<file path="src/verilog/bglbp_pkg.sv">
// Package for the board GPIO block: register map, field layout, reset values.
// Assumes a 32-bit APB register bus and two banks of eight pins.
package bglbp_pkg;

   // Widths
   localparam int unsigned ADDR_W     = 12;
   localparam int unsigned DATA_W     = 32;
   localparam int unsigned BANK_PINS  = 8;
   localparam int unsigned NUM_BANKS  = 2;
   localparam int unsigned NUM_PINS   = 16;

   // Register byte offsets
   localparam logic [11:0] OFS_BANK_A = 12'h000;
   localparam logic [11:0] OFS_BANK_C = 12'h004;

   // Field positions (low bit of each byte-wide field)
   localparam int unsigned FLD_MODE_LSB = 24;
   localparam int unsigned FLD_DIR_LSB  = 16;
   localparam int unsigned FLD_ALT_LSB  = 8;
   localparam int unsigned FLD_DATA_LSB = 0;

   // Byte lane of each field within the word
   localparam int unsigned LANE_MODE = 3;
   localparam int unsigned LANE_DIR  = 2;
   localparam int unsigned LANE_ALT  = 1;
   localparam int unsigned LANE_DATA = 0;

   // Board pins inside bank C
   localparam int unsigned PIN_LED    = 6;
   localparam int unsigned PIN_BUTTON = 5;

   // Reset values, bank A
   localparam logic [7:0] RST_A_MODE = 8'h00;
   localparam logic [7:0] RST_A_DIR  = 8'h00;
   localparam logic [7:0] RST_A_ALT  = 8'h00;
   localparam logic [7:0] RST_A_DATA = 8'h00;

   // Reset values, bank C: indicator pin is an output driven high
   localparam logic [7:0] RST_C_MODE = 8'h00;
   localparam logic [7:0] RST_C_DIR  = 8'h40;
   localparam logic [7:0] RST_C_ALT  = 8'h00;
   localparam logic [7:0] RST_C_DATA = 8'h40;

   // Which banks carry an alternate-function field
   localparam logic [1:0] BANK_HAS_ALT = 2'h2;

endpackage

</file>
<file path="src/verilog/bglbp_pin_cell.sv">
// One GPIO pin: input synchroniser and registered output driver.
// Assumes the pin input is asynchronous to CLK.
`timescale 1ns/1ns
`default_nettype none

module bglbp_pin_cell (
   input  wire logic clk,
   input  wire logic rst,
   input  wire logic pin_in,
   input  wire logic drive_val,
   input  wire logic drive_en,
   output var  logic level,
   output var  logic pin_out,
   output var  logic pin_oe
);

   logic meta_reg;
   logic sync_reg;

   // Two-flop synchroniser; only the second stage is read
   always_ff @(posedge clk or posedge rst) begin
      if (rst) begin
         meta_reg <= 1'b0;
         sync_reg <= 1'b0;
      end else begin
         meta_reg <= pin_in;
         sync_reg <= meta_reg;
      end
   end

   assign level = sync_reg;

   // Registered drive so the pin never glitches from decode logic
   always_ff @(posedge clk or posedge rst) begin
      if (rst) begin
         pin_out <= 1'b0;
         pin_oe  <= 1'b0;
      end else begin
         pin_out <= drive_val;
         pin_oe  <= drive_en;
      end
   end

endmodule

`default_nettype wire

</file>
<file path="src/verilog/bglbp_top.sv">
// Board GPIO port: two banks of eight pins behind an APB slave.
// Assumes an APB master on CLK and pins asynchronous to CLK.
//
// How it works
// - Sixteen pins, two registers, eight each.
// - Per pin: mode, direction, data; alt only C.
// - Data reads pin level; writes set output.
// - Bank C pin 6 outputs; high lights indicator.
// - Bank C pin 5 input; low when pressed.
//
// Design decisions made here: the register addresses and register access over APB.
`timescale 1ns/1ns
`default_nettype none

module bglbp_top
   import bglbp_pkg::*;
(
   input  wire logic                      CLK,
   input  wire logic                      RST,
   input  wire logic                      PSEL,
   input  wire logic                      PENABLE,
   input  wire logic                      PWRITE,
   input  wire logic [bglbp_pkg::ADDR_W-1:0] PADDR,
   input  wire logic [bglbp_pkg::DATA_W-1:0] PWDATA,
   input  wire logic [3:0]                PSTRB,
   output var  logic [bglbp_pkg::DATA_W-1:0] PRDATA,
   output var  logic                      PREADY,
   output var  logic                      PSLVERR,
   input  wire logic [7:0]                GPIO_A_IN,
   output var  logic [7:0]                GPIO_A_OUT,
   output var  logic [7:0]                GPIO_A_OE,
   input  wire logic [7:0]                GPIO_C_IN,
   output var  logic [7:0]                GPIO_C_OUT,
   output var  logic [7:0]                GPIO_C_OE,
   output var  logic                      INDICATOR_LIT,
   output var  logic                      BUTTON_PRESSED
);
   import bglbp_pkg::*;

   // Per-bank configuration storage
   logic [7:0]          pin_function_select_reg [NUM_BANKS];
   logic [7:0]          pin_direction_reg       [NUM_BANKS];
   logic [7:0]          pin_alt_function_reg    [NUM_BANKS];
   logic [7:0]          data_reg                [NUM_BANKS];
   logic [7:0]          pin_function_select_next[NUM_BANKS];
   logic [7:0]          pin_direction_next      [NUM_BANKS];
   logic [7:0]          pin_alt_function_next   [NUM_BANKS];
   logic [7:0]          data_next               [NUM_BANKS];

   // Pin-side vectors, bank A in the low byte
   logic [NUM_PINS-1:0] pin_in_all;
   logic [NUM_PINS-1:0] pin_level;
   logic [NUM_PINS-1:0] pin_drive_val;
   logic [NUM_PINS-1:0] pin_drive_en;
   logic [NUM_PINS-1:0] pin_out_all;
   logic [NUM_PINS-1:0] pin_oe_all;

   // Bus handshake state and board flag flops
   logic                prdata_reg_unused;
   logic [DATA_W-1:0]   prdata_reg;
   logic [DATA_W-1:0]   prdata_next;
   logic                pready_reg;
   logic                pslverr_reg;
   logic                indicator_reg;
   logic                button_reg;

   // Address decode, one hit per bank
   wire                 hit_a      = (PADDR == OFS_BANK_A);
   wire                 hit_c      = (PADDR == OFS_BANK_C);
   wire                 mapped     = hit_a | hit_c;
   wire [1:0]           bank_hit   = {hit_c, hit_a};
   wire                 setup_ph   = PSEL & ~PENABLE;
   wire                 access_end = PSEL & PENABLE & pready_reg;
   wire                 wr_commit  = access_end & PWRITE & ~pslverr_reg;

   assign prdata_reg_unused = 1'b0;
   assign pin_in_all        = {GPIO_C_IN, GPIO_A_IN};

   // Per-bank write merge and drive decode
   genvar b;
   generate
      for (b = 0; b < NUM_BANKS; b = b + 1) begin : g_bank
         wire bank_wr = wr_commit & bank_hit[b];
         // Byte lanes map one-to-one onto fields
         assign pin_function_select_next[b] = (bank_wr & PSTRB[LANE_MODE]) ?
            PWDATA[FLD_MODE_LSB +: 8] : pin_function_select_reg[b];
         assign pin_direction_next[b] = (bank_wr & PSTRB[LANE_DIR]) ?
            PWDATA[FLD_DIR_LSB +: 8] : pin_direction_reg[b];
         // Bank A has no alternate field: writes dropped
         assign pin_alt_function_next[b] = (bank_wr & PSTRB[LANE_ALT] & BANK_HAS_ALT[b]) ?
            PWDATA[FLD_ALT_LSB +: 8] : pin_alt_function_reg[b];
         assign data_next[b] = (bank_wr & PSTRB[LANE_DATA]) ?
            PWDATA[FLD_DATA_LSB +: 8] : data_reg[b];

         // Plain GPIO output only when mode and alt are clear
         assign pin_drive_en[b*8 +: 8]  = pin_direction_reg[b] &
                                          ~pin_function_select_reg[b] &
                                          ~pin_alt_function_reg[b];
         assign pin_drive_val[b*8 +: 8] = data_reg[b];
      end
   endgenerate

   // Bank A storage
   always_ff @(posedge CLK or posedge RST) begin
      if (RST) begin
         pin_function_select_reg[0] <= RST_A_MODE;
         pin_direction_reg[0]       <= RST_A_DIR;
         pin_alt_function_reg[0]    <= RST_A_ALT;
         data_reg[0]                <= RST_A_DATA;
      end else begin
         pin_function_select_reg[0] <= pin_function_select_next[0];
         pin_direction_reg[0]       <= pin_direction_next[0];
         pin_alt_function_reg[0]    <= pin_alt_function_next[0];
         data_reg[0]                <= data_next[0];
      end
   end

   // Bank C storage; reset leaves the indicator driven on
   always_ff @(posedge CLK or posedge RST) begin
      if (RST) begin
         pin_function_select_reg[1] <= RST_C_MODE;
         pin_direction_reg[1]       <= RST_C_DIR;
         pin_alt_function_reg[1]    <= RST_C_ALT;
         data_reg[1]                <= RST_C_DATA;
      end else begin
         pin_function_select_reg[1] <= pin_function_select_next[1];
         pin_direction_reg[1]       <= pin_direction_next[1];
         pin_alt_function_reg[1]    <= pin_alt_function_next[1];
         data_reg[1]                <= data_next[1];
      end
   end

   // Sixteen identical pin cells
   genvar p;
   generate
      for (p = 0; p < NUM_PINS; p = p + 1) begin : g_pin
         bglbp_pin_cell u_cell (
            .clk       (CLK),
            .rst       (RST),
            .pin_in    (pin_in_all[p]),
            .drive_val (pin_drive_val[p]),
            .drive_en  (pin_drive_en[p]),
            .level     (pin_level[p]),
            .pin_out   (pin_out_all[p]),
            .pin_oe    (pin_oe_all[p])
         );
      end
   endgenerate

   assign GPIO_A_OUT = pin_out_all[7:0];
   assign GPIO_A_OE  = pin_oe_all[7:0];
   assign GPIO_C_OUT = pin_out_all[15:8];
   assign GPIO_C_OE  = pin_oe_all[15:8];

   // Read word: data field shows the live pin, not the latch
   assign prdata_next =
      hit_a ? {pin_function_select_reg[0], pin_direction_reg[0],
               8'h00, pin_level[7:0]} :
      hit_c ? {pin_function_select_reg[1], pin_direction_reg[1],
               pin_alt_function_reg[1], pin_level[15:8]} :
              32'h0000_0000;

   // One wait-free access phase; data captured in setup
   always_ff @(posedge CLK or posedge RST) begin
      if (RST) begin
         prdata_reg  <= 32'h0000_0000;
         pready_reg  <= 1'b0;
         pslverr_reg <= 1'b0;
      end else begin
         pready_reg  <= setup_ph;
         pslverr_reg <= setup_ph & ~mapped;
         if (setup_ph) begin
            prdata_reg <= PWRITE ? 32'h0000_0000 : prdata_next;
         end
      end
   end

   assign PRDATA  = prdata_reg;
   assign PREADY  = pready_reg;
   assign PSLVERR = pslverr_reg;

   // Board-level view of the indicator and button pins
   always_ff @(posedge CLK or posedge RST) begin
      if (RST) begin
         indicator_reg <= 1'b0;
         button_reg    <= 1'b0;
      end else begin
         indicator_reg <= pin_drive_en[8 + PIN_LED] & data_reg[1][PIN_LED];
         button_reg    <= ~pin_level[8 + PIN_BUTTON] &
                          ~pin_drive_en[8 + PIN_BUTTON];
      end
   end

   assign INDICATOR_LIT  = indicator_reg;
   assign BUTTON_PRESSED = button_reg;

endmodule

`default_nettype wire

</file>
<file path="config.mk">
export PLATFORM = sky130hd
export DESIGN_NAME = bglbp_top
export DESIGN_NICKNAME = d
export VERILOG_FILES = /design/src/verilog/bglbp_pkg.sv /design/src/verilog/bglbp_pin_cell.sv /design/src/verilog/bglbp_top.sv
export SDC_FILE = /design/constraint.sdc
export NUM_CORES = 1
export LEC_CHECK = 0
export BUFFER_PORTS_ARGS = -buffer_cell sky130_fd_sc_hd__buf_4
export CORE_MARGIN = 4
export CORE_UTILIZATION = 30
export CTS_CLUSTER_SIZE = 12
export DETAILED_ROUTE_END_ITERATION = 16
export PLACE_DENSITY = 0.57
export RECOVER_POWER = 50
export SYNTH_ARGS = -nofsm -noshare
export SYNTH_HDL_FRONTEND = slang
export SYNTH_HIERARCHICAL = 1
export SYNTH_SLANG_ARGS = --single-unit
</file>
<file path="constraint.sdc">
create_clock -name CLK -period 7.8 [get_ports CLK]
set_input_delay 1.56 -clock CLK [delete_from_list [all_inputs] [get_ports CLK]]
set_output_delay 1.56 -clock CLK [all_outputs]
set_load 0.03 [all_outputs]
</file>
Yosys cells after proc, flatten, opt, wreduce, memory -nomap -nowiden
Cells that the tools add are included.

cells by class
  eq/ne operators = 1
  mux-type cells = 3
  bitwise logic cells = 29
  reductions and logical operators = 1

operators by type and width
  cell                   count
  $mux W32               3
  $and A8 B8 Y8          3
  $not A8 Y8             3
  $and A1 B1 Y1          17
  $eq A12 B3 Y1 const B  1
  $logic_not A12 Y1      1
  $not A1 Y1             5
  $or A1 B1 Y1           1

storage, ports and cells
  bits in registers = 156
  output and inout bits = 68
  logic and storage cells = 110

Longest topological paths before layout
Gate-level depths: netlist of run 1.

  depth in word-level cells = 6
  depth in mapped cells = 6
  depth with buffers taken out = 4

By module
Netlist of run 1, hierarchy kept.

modules (own cells, without submodules)
  module          times used  cells each  area each (um2)  seq. area each (um2)
  bglbp_top       1           281         3880.0           2304.7
  bglbp_pin_cell  16          5           103.8            100.1

Least setup slack after synthesis of run 1
No wires, ideal clock.

  path kind = input -> register
  start = in PADDR[5] (netlist name)
  end = reg pin_direction_reg[10] (netlist name)
  library setup time = 125 ps
  arrival = 2808 ps
  data required time = 7675 ps
  slack = 4867 ps
  cell stages on the path = 4
  cell sequence = nor4_4 -> nand4_4 -> nor3b_4 -> mux2_2

on the way
  word-level cells in the longest chain between the ends = 3

RTL lines
  element            RTL line         text
  from (decl)        bglbp_top.sv:23  input wire logic [bglbp_pkg::ADDR_W-1:0] PADDR,
  $logic_not A12 Y1  bglbp_top.sv:68  wire hit_a = (PADDR == OFS_BANK_A);
  $and A1 B1 Y1      bglbp_top.sv:83  wire bank_wr = wr_commit & bank_hit[b];
  $and A1 B1 Y1      bglbp_top.sv:87  assign pin_direction_next[b] = (bank_wr & PSTRB[LANE_DIR]) ?
  to (decl)          bglbp_top.sv:42  logic [7:0] pin_direction_reg [NUM_BANKS];

No other way between the ends.
A chain may end at the register's enable or synchronous reset.

Worst setup path after layout of run 1
  start = in PSEL
  end = reg prdata_reg[27], in the netlist PRDATA[27]

on the way
  word-level cells in the longest chain between the ends = 1

RTL lines
  element               RTL line          text
  from (decl)           bglbp_top.sv:20   input wire logic PSEL,
  $and A1 B1 Y1         bglbp_top.sv:72   wire setup_ph = PSEL & ~PENABLE;
  to (signal assigned)  bglbp_top.sv:173  prdata_reg <= PWRITE ? 32'h0000_0000 : prdata_next;
  to (decl)             bglbp_top.sv:60   logic [DATA_W-1:0] prdata_reg;

No other way between the ends.

==> out/metrics.csv, run 1 <==
stage,metric,value,unit
placement,dp_cells,716,
final_layout,final_common_cell,dfrtp_1,
critical_path,rrSetupSlack,5730,ps
synth,ys_async_sr_fraction,100.0,%
sta,final_hold_viol_count,0,
clock_tree,clk_path_buf_depth,2,
grt,overflow,0,
sta,setup_tns,0,ps
sta,post-route-min-period,4129,ps
critical_path,critPathRequiredTime,8050,ps
floorplanning,rows,49,
clock_tree,post_cts.repair.setup_buffers,0,
grt,grt_pass1_vias,3724,
final_layout,fin_cells,747,
outcome,violations,"max-capacitance violations, max-slew violations",
sta,slew_headroom,-30.20,%
pwr,p_leak,3.703,nW
synth,synth_flop_cell,dfrtp_1,
clock_tree,clk_pin_slew,60,ps
placement,portBuffers,136,
critical_path,path_common_cell,clkbuf_1,
placement,dp_hpwl,10.05,mm
synth,syn_inst,361,
grt,grt_pass1_wl,21.35,mm
clock_tree,cts-buffers-inserted,17,
critical_path,crit_path_max_incr_delay,1390,ps
clock_tree,cts_root_buf,clkbuf_16,
detailed_routing,viasPerCell,4.548,
pwr,powerDensity,245.2,nW/µm²
detailed_routing,wl_per_cell,19.16,µm
critical_path,crit_family,buffers and inverters,
critical_path,reg2reg_depth,3,
grt,grt_max_degree,87,
floorplanning,die-width,143.9,µm
critical_path,cp_slowest_cell,clkbuf_1,
sta,max_freq,242.2,MHz
synth,synth_area,5542,µm²
synth,yosysWarnings,6,
floorplanning,fp.dieH,143.9,µm
placement,place_congestion,0.7581,
grt,grt_antenna_before_repair,0,
floorplanning,initial_core_util,30.64,%
sta,finalSetupViolations,0,
critical_path,crit_cells,6,
clock_tree,tritoncts,built,
pwr,ir_worst_vdd,138.0,µV
detailed_routing,drt_first_iter_violations,104,
final_layout,largest_reg_flops,32,
floorplanning,coreArea,18090,µm²
hold_path,hold_path_class,reg2reg,
clock_tree,cts_sinks,156,
critical_path,cp-start-kind,input port,
job,drv_cap,1,
clock_tree,cts_hold_buf,0,
sta,slew_violations,36,
hold_path,whs_path_depth,0,
synth,syn_area_per_cell,15.35,µm²
synth,synth_edf_count,0,
grt,grt_usage,14.10,%
synth,ys_types,24,
sta,worst_slew_pin_slew,1953,ps
critical_path,worst-path-max-fanout,35,
sta,skew,7.793,ps
sta,finalCritPeriodShare,52.93,%
outcome,status,"finished, violations left",
sta,holdWs,350.0,ps
final_layout,area_delta_synth_final,30.80,%
critical_path,worst_ep_arrival_time,4380,ps
critical_path,setup.worst_path.end_class,flip-flop,
clock_tree,cts_resized,0,
critical_path,crit_type,in2reg,
sta,rsz0062_at_grt,false,
final_layout,layout-drive-gt1-share,34.75,%
detailed_routing,vias,3397,
detailed_routing,drcViolationCount,0,
sta,setup_ws,3671,ps
floorplanning,die-area,20710,µm²
critical_path,crit_chain,"clkbuf_1, or2b_1, clkbuf_1, nor2_1, nand2_1, o21ai_0",
final_layout,final_nets,575,
synth,syn-num-nets,430,
final_layout,layout_common_cells,"dfrtp_1, buf_4, clkbuf_1, mux2_2, nand2_1",
placement,pre_cts_slack,4155,ps
final_layout,antenna_cells,0,
clock_tree,h-tree-depth,4,
clock_tree,clock_latency,420,ps
detailed_routing,firstDrtPassIters,4,
floorplanning,io_pins,137,
critical_path,cp.buffers_inverters,2,
synth,ys_ff_latch,156,
synth,synth-seq-area-share,70.49,%
detailed_routing,wl,14.31,mm
detailed_routing,ant_nets,0,
## cell usage after synthesis (3+ instances only)
| cell | n | share of area [%] |
|---|---|---|
| nor2_1 | 3 | 0.20 |
| dfrtp_1 | 154 | 70 |
| a22o_1 | 8 | 1.3 |
| o21ai_0 | 24 | 2.2 |
| mux2_2 | 52 | 11 |
| nor3b_1 | 9 | 1.2 |
| mux2_1 | 4 | 0.81 |
| nor2b_1 | 8 | 0.90 |
| nand4_2 | 4 | 0.90 |
| buf_2 | 6 | 0.54 |
| clkbuf_1 | 6 | 0.41 |
| inv_1 | 18 | 1.2 |
| mux2i_1 | 24 | 4.3 |
| nor3b_4 | 3 | 1.0 |
| nand2_1 | 25 | 1.7 |
## metal layers
metal  GRT usage (%)  share of wire (%)
met5               0                  0
met4           5.055                1.5
met1           17.57                 44
met2           23.00                 49
met3           4.626                5.9
## worst paths after layout
path	from	end
max	PSEL	PRDATA[27]
min	g_pin[15].u_cell/meta_reg	g_pin[15].u_cell/level
max reg2reg	PSLVERR	data_reg[1]
min reg2reg	g_pin[15].u_cell/meta_reg	g_pin[15].u_cell/level
max in group asynchronous	RST	PRDATA[3]
min in group asynchronous	RST	g_pin[8].u_cell/pin_out
## where the power goes
group / switching (mW) / total, mW / internal [mW]
sequential: 0.00306 / 0.821 / 0.818
clock: 0.334 / 0.889 / 0.556
combinational: 0.0385 / 0.0666 / 0.0281
total: 0.375 / 1.78 / 1.40
## area by class of cell
class / instances / area, µm²
well taps: 229 / 286.5
clock inverters: 12 / 185.2
flip-flops and latches: 156 / 3906
multi-input cells: 175 / 1515
clock buffers: 19 / 452.9
repair buffers: 138 / 833.3
fillers: 1711 / 10840
inverters: 18 / 68.82
## cells by family (layout without fill, tap and decap cells)
logic type             after synthesis  after routing  synth area share [%]
DFF                                156            156                 70.49
muxes                               80             80                 15.71
and+or+nand+nor                     63             63                 8.196
AOI/OAI and AO/OA                   32             32                 3.432
buffers and inverters               30            187                 2.167
## worst reg2reg max path, stage by stage, from the launching register on
cell and delay, ps:
dfrtp_1 400, nor3b_1 620, nand4_2 490, mux2_2 440
## through the flow
step                      power, mW  cell area [µm²]  util (%)
after CTS                     1.804             7452     41.20
after global placement       0.9050             6814     37.68
after global routing          1.842             7248     40.08
after detailed placement     0.9067             6814     37.68
final                         1.777             7248     40.08
after floorplan              0.8631             5542         -
Note: power is estimated with default switching activity, not from simulation.
==> run 2: changes to the inputs <==
==> constraint.sdc (replaced) <==
create_clock -name CLK -period 4.3 [get_ports CLK]
set_input_delay 0.86 -clock CLK [delete_from_list [all_inputs] [get_ports CLK]]
set_output_delay 0.86 -clock CLK [all_outputs]
set_load 0.03 [all_outputs]
==> run 2 against run 1 <==
The flow still finishes with violations (max-capacitance violations, max-slew violations); final cell count rose by 0.27%; non-clock buffer count rose by 1; critical path depth rose by 1; clock skew rose by 1.4 ps; highest routed layer unchanged; clock-buffer cell count fell by 2; power rose by 73%; worst setup slack got worse by 2400 ps; largest cell class unchanged; critical path type unchanged; register-to-register slack got worse by 3600 ps; via count fell by 0.77%.
==> out/metrics.csv, run 2 (same netlist as run 1, synthesis figures left out) <==
stage,metric,value,unit
outcome,status,"finished, violations left",
outcome,violations,"max-capacitance violations, max-slew violations",
grt,overflow,0,
grt,grt_util_met2,23.52,%
pwr,p_clk_share,47.6,%
job,drv_cap,1,
clock_tree,cts_root_buf,clkbuf_16,
clock_tree,cts_hold_buf,0,
pwr,p_leak,3.907,nW
detailed_routing,ant_nets,0,
grt,grt_usage,14.60,%
sta,max_freq,334.5,MHz
critical_path,cp-start-kind,input port,
grt,grt_pass1_vias,3764,
detailed_routing,drt_first_iter_violations,139,
critical_path,worstReg2RegStart,PSLVERR,
sta,rsz0062_at_grt,false,
clock_tree,clock_latency,430,ps
final_layout,final_common_cell,dfrtp_1,
grt,grt_pass1_wl,21.95,mm
sta,skew,9.176,ps
floorplanning,io_pins,137,
clock_tree,post_cts.repair.setup_buffers,0,
floorplanning,initial_core_util,30.64,%
critical_path,setup.worst_path.end_class,flip-flop,
floorplanning,coreArea,18090,µm²
critical_path,path_common_cell,buf_4,
detailed_routing,firstDrtPassIters,4,
pwr,power_frac_seq,48.4,%
critical_path,crit_start,PSEL,
clock_tree,clk_pin_slew,70,ps
sta,slew_violations,36,
critical_path,crit_chain,"buf_4, or2b_1, clkbuf_1, nor2_1, nand2_1, buf_4, o21ai_0",
critical_path,worst_ep_arrival_time,3280,ps
clock_tree,h-tree-depth,4,
pwr,powerDensity,415.6,nW/µm²
final_layout,largest_reg_flops,32,
grt,top_usage_layer,met2,
pwr,p_switching,0.7589,mW
final_layout,antenna_cells,0,
floorplanning,die-width,143.9,µm
final_layout,area_delta_synth_final,33.62,%
clock_tree,cts-buffers-inserted,17,
floorplanning,die-area,20710,µm²
final_layout,final_area,7405,µm²
clock_tree,cts_resized,0,
clock_tree,tritoncts,built,
critical_path,crit_path_max_incr_delay,1420,ps
final_layout,fillers,1676,
sta,finalSetupViolations,0,
sta,final_hold_viol_count,0,
grt,use_met1,18.89,%
grt,grt_util_met3,5.025,%
sta,worst_slew_pin_slew,1984,ps
detailed_routing,wl,14.39,mm
final_layout,layout-drive-gt1-share,45.19,%
sta,post-route-min-period,2990,ps
detailed_routing,vias,3371,
hold_path,min_from,g_pin[5].u_cell/meta_reg,
final_layout,layout_common_cells,"dfrtp_1, buf_4, mux2_2, nand2_1",
placement,placement.cell_area,6822,µm²
detailed_routing,wl_per_cell,19.21,µm
detailed_routing,viasPerCell,4.501,
clock_tree,clk_path_buf_depth,2,
pwr,total_power,3.077,mW
critical_path,crit_type,in2reg,
detailed_routing,drcViolationCount,0,
placement,dp_hpwl,10.18,mm
sta,finalCritPeriodShare,69.53,%
clock_tree,cts_sinks,156,
pwr,switching_share,24.66,%
final_layout,final_nets,576,
pwr,combPwrFrac,4.0,%
critical_path,critPathRequiredTime,4590,ps
final_layout,fin_util,40.94,%
critical_path,cp_slowest_cell,clkbuf_1,
floorplanning,rows,49,
pwr,internal-power,2.318,mW
sta,slew_headroom,-32.28,%
critical_path,worst-path-max-fanout,35,
floorplanning,fp.dieH,143.9,µm
hold_path,hold_path_class,reg2reg,
pwr,ir_worst_vdd,236.7,µV
placement,portBuffers,136,
grt,grt_max_degree,65,
placement,place_congestion,0.7891,
sta,setup_tns,0,ps
grt,grt_antenna_before_repair,0,
## run 2: changes by cell type in the layout (fill, tap and decap cells not counted), sizes merged
cell / change
buf: +52
clkbuf: -53
bufinv: -4
clkinv: +1
clkinvlp: -1
inv: +7
## run 2: path summary, 6_finish.rpt
path / to / slack, ps / cells past startpoint
setup reg to reg: data_reg[0] / 2170 / 3
max in group asynchronous: data_reg[6] / 2140 / 3
setup / recovery: PRDATA[3] / 1310 / 7
hold reg to reg: g_pin[5].u_cell/level / 350 / 0
min in group asynchronous: g_pin[4].u_cell/pin_oe / 870 / 2
hold / removal: g_pin[5].u_cell/level / 350 / 0
## run 2: metal layers
metal  part of all wire, %  up-vias
met5                     0        -
met4                   1.2        0
met3                   6.4       13
met2                    49       97
met1                    44     1730
li1                      -     1531
## run 2: final cells by class
cell class                 count  area [µm²]  area share, %
sequential                   156        3906          52.75
clock inverter                15       165.2          2.230
inverter                      18       70.07         0.9463
timing repair buffer         139        1036          13.99
clock buffer                  17       425.4          5.745
tap                          229       286.5          3.870
multi-input combinational    175        1515          20.46
## run 2: per-stage QoR
step,hold slack [ps],worst slack [ps],cells
2_1_floorplan,331.2,1051,361
3_3_place_gp,334.4,1548,717
3_5_place_dp,334.7,1526,717
4_1_cts,345.5,1983,749
5_1_grt,354.2,1083,749
6_report,346.0,1310,749
## run 2: power by group through the flow
stage          sequential [mW]  combinational (mW)  clock [mW]
6_report                  1.49               0.124        1.46
3_5_place_dp              1.52               0.129           0
3_3_place_gp              1.52               0.126           0
5_1_grt                   1.49               0.139        1.58
4_1_cts                   1.49               0.130        1.51
2_1_floorplan             1.52              0.0475           0
## run 2: worst max-delay path, delay by kind of cell
family | cells | cell delay [ps]
buf+inv | 3 | 1850
simple gates | 3 | 400
compound gates | 1 | 160
==> run 3: changes to the inputs <==
--- a/config.mk
+++ b/config.mk
@@ -10,7 +10,7 @@
 export CORE_UTILIZATION = 30
 export CTS_CLUSTER_SIZE = 12
 export DETAILED_ROUTE_END_ITERATION = 16
-export PLACE_DENSITY = 0.57
+export PLACE_DENSITY = 0.59
 export RECOVER_POWER = 50
 export SYNTH_ARGS = -nofsm -noshare
 export SYNTH_HDL_FRONTEND = slang
==> constraint.sdc (replaced) <==
create_clock -name CLK -period 2.7 [get_ports CLK]
set_input_delay 0.54 -clock CLK [delete_from_list [all_inputs] [get_ports CLK]]
set_output_delay 0.54 -clock CLK [all_outputs]
set_load 0.03 [all_outputs]
==> run 3 against run 2 <==
The run now ends clean; first-iteration DRC count grew 7.9%; hold slack worse by 100 ps; worst setup slack worse by 560 ps; core utilization is 0.21 points higher; final cell count increased by 1.3%; clock skew fell by 4.1 ps; final area is 0.52% higher; wire length is 2.9% lower.
==> out/metrics.csv, run 3 (same netlist as run 1, synthesis figures left out) <==
stage,metric,value,unit
outcome,status,"complete, no violations",
sta,skew,5.113,ps
sta,holdWs,245.2,ps
detailed_routing,ant_nets,0,
critical_path,r2r-end,data_reg[12],
clock_tree,clk_pin_slew,70,ps
sta,post-route-min-period,1948,ps
sta,worst_slew_pin_slew,1211,ps
critical_path,critPathRequiredTime,2980,ps
clock_tree,cts-buffers-inserted,17,
pwr,power_frac_seq,49.6,%
detailed_routing,vias,3381,
clock_tree,clock_latency,420,ps
sta,final_hold_viol_count,0,
hold_path,hold_path_class,in2reg,
clock_tree,cts_root_buf,clkbuf_16,
sta,rsz0062_at_grt,false,
grt,grt_antenna_before_repair,0,
final_layout,layout-drive-gt1-share,46.23,%
clock_tree,cts_hold_buf,0,
pwr,p_clk_share,46.3,%
critical_path,rrSetupSlack,850,ps
pwr,powerDensity,641.9,nW/µm²
grt,overflow,0,
pwr,p_switching,1.121,mW
floorplanning,die-width,143.9,µm
placement,dp_hpwl,10.09,mm
clock_tree,cts_sinks,156,
floorplanning,coreArea,18090,µm²
hold_path,whs_path_depth,1,
sta,max_freq,513.4,MHz
final_layout,final_nets,586,
detailed_routing,wl_per_cell,18.40,µm
clock_tree,cts_resized,0,
placement,place_congestion,0.7695,
critical_path,worstReg2RegStart,PSLVERR,
critical_path,setup.worst_path.end_class,flip-flop,
floorplanning,io_pins,137,
clock_tree,post_cts.repair.setup_buffers,0,
final_layout,layout_common_cells,"dfrtp_1, buf_4, mux2_2, nand2_1",
floorplanning,initial_core_util,30.64,%
final_layout,fin_util,41.16,%
pwr,internal-power,3.657,mW
critical_path,reg2reg_depth,5,
detailed_routing,viasPerCell,4.455,
sta,slew_violations,0,
clock_tree,clk_path_buf_depth,2,
final_layout,ff_latch_area,3906,µm²
grt,grt_usage,13.97,%
clock_tree,tritoncts,built,
grt,grt_max_degree,49,
grt,grt_pass1_vias,3774,
job,drv_cap,0,
detailed_routing,drt_first_iter_violations,150,
clock_tree,h-tree-depth,4,
sta,slew_headroom,19.28,%
detailed_routing,firstDrtPassIters,4,
final_layout,area_delta_synth_final,34.32,%
critical_path,cp-start-kind,input port,
pwr,ir_worst_vdd,404.1,µV
final_layout,fin_cells,759,
final_layout,multi_input_area,1515,µm²
floorplanning,rows,49,
sta,setup_tns,0,ps
critical_path,crit_start,PSEL,
critical_path,crit_type,in2reg,
final_layout,antenna_cells,0,
hold_path,hold_end,g_pin[1].u_cell/meta_reg,
placement,dp_cells,727,
placement,portBuffers,136,
critical_path,worst-path-max-fanout,24,
floorplanning,fp.dieH,143.9,µm
pwr,p_leak,3.939,nW
sta,finalSetupViolations,0,
grt,grt_pass1_wl,21.33,mm
detailed_routing,drcViolationCount,0,
pwr,combPwrFrac,4.1,%
final_layout,largest_reg_flops,32,
placement,pre_cts_slack,463.4,ps
detailed_routing,wl,13.97,mm
floorplanning,die-area,20710,µm²
critical_path,worst_ep_arrival_time,2230,ps
sta,finalCritPeriodShare,72.14,%
final_layout,final_common_cell,dfrtp_1,
final_layout,fillers,1662,
hold_path,min_from,GPIO_A_IN[1],
pwr,switching_share,23.46,%
sta,setup_ws,752.3,ps
run 3: changes by cell type in the layout (fill, tap and decap cells not counted):
cell	delta
inv_6	+1
and2_0	-1
and2_1	+1
clkinv_4	+3
inv_8	-4
clkbuf_2	+2
clkinvlp_4	+1
buf_4	+8
inv_4	-1
clkinv_2	+2
clkinv_8	-2
run 3: worst max-delay path, stage by stage:
cell and delay [ps]:
buf_4 120, or2b_1 160, clkbuf_1 700, nor2_1 140
nand2_1 110, buf_4 290, o21ai_0 160
run 3: per-stage QoR:
| stage | power, mW | cell area [µm²] |
|---|---|---|
| CTS | 4.856 | 7456 |
| floorplan | 2.494 | 5545 |
| finish | 4.778 | 7443 |
| detailed placement | 2.621 | 6898 |
| global route | 4.977 | 7443 |
| global placement | 2.615 | 6898 |
run 3: power groups by stage:
stage               combinational, mW  sequential (mW)  clock, mW
floorplan                      0.0761             2.42          0
global placement                0.200             2.41          0
detailed placement              0.205             2.42          0
CTS                             0.206             2.37       2.28
global route                    0.218             2.37       2.39
finish                          0.196             2.37       2.21
run 3: per-layer routing:
layer,vias up,wire [µm],global-route usage (%)
met5,-,0,0
met4,0,255,4.658
met3,20,825,4.859
met2,87,6914,22.83
met1,1717,5974,17.35
li1,1557,-,-
run 3: cell type report:
class	count	share of cell area [%]
Multi-Input combinational cell	175	20.36
Sequential cell	156	52.48
Timing Repair Buffer	149	14.86
Tap cell	229	3.849
Inverter	18	0.9581
Clock buffer	17	5.715
Clock inverter	15	1.782
run 3: worst max-delay path by stage:
stage,endpoint,slack (ps),cells after the start
after detailed placement,pin_function_select_reg[4],460,5
after CTS,data_reg[12],830,5
after global placement,pin_function_select_reg[6],500,5
final,PRDATA[3],750,7
after floorplan,pin_direction_reg[10],790,4
after global routing,PRDATA[3],570,7
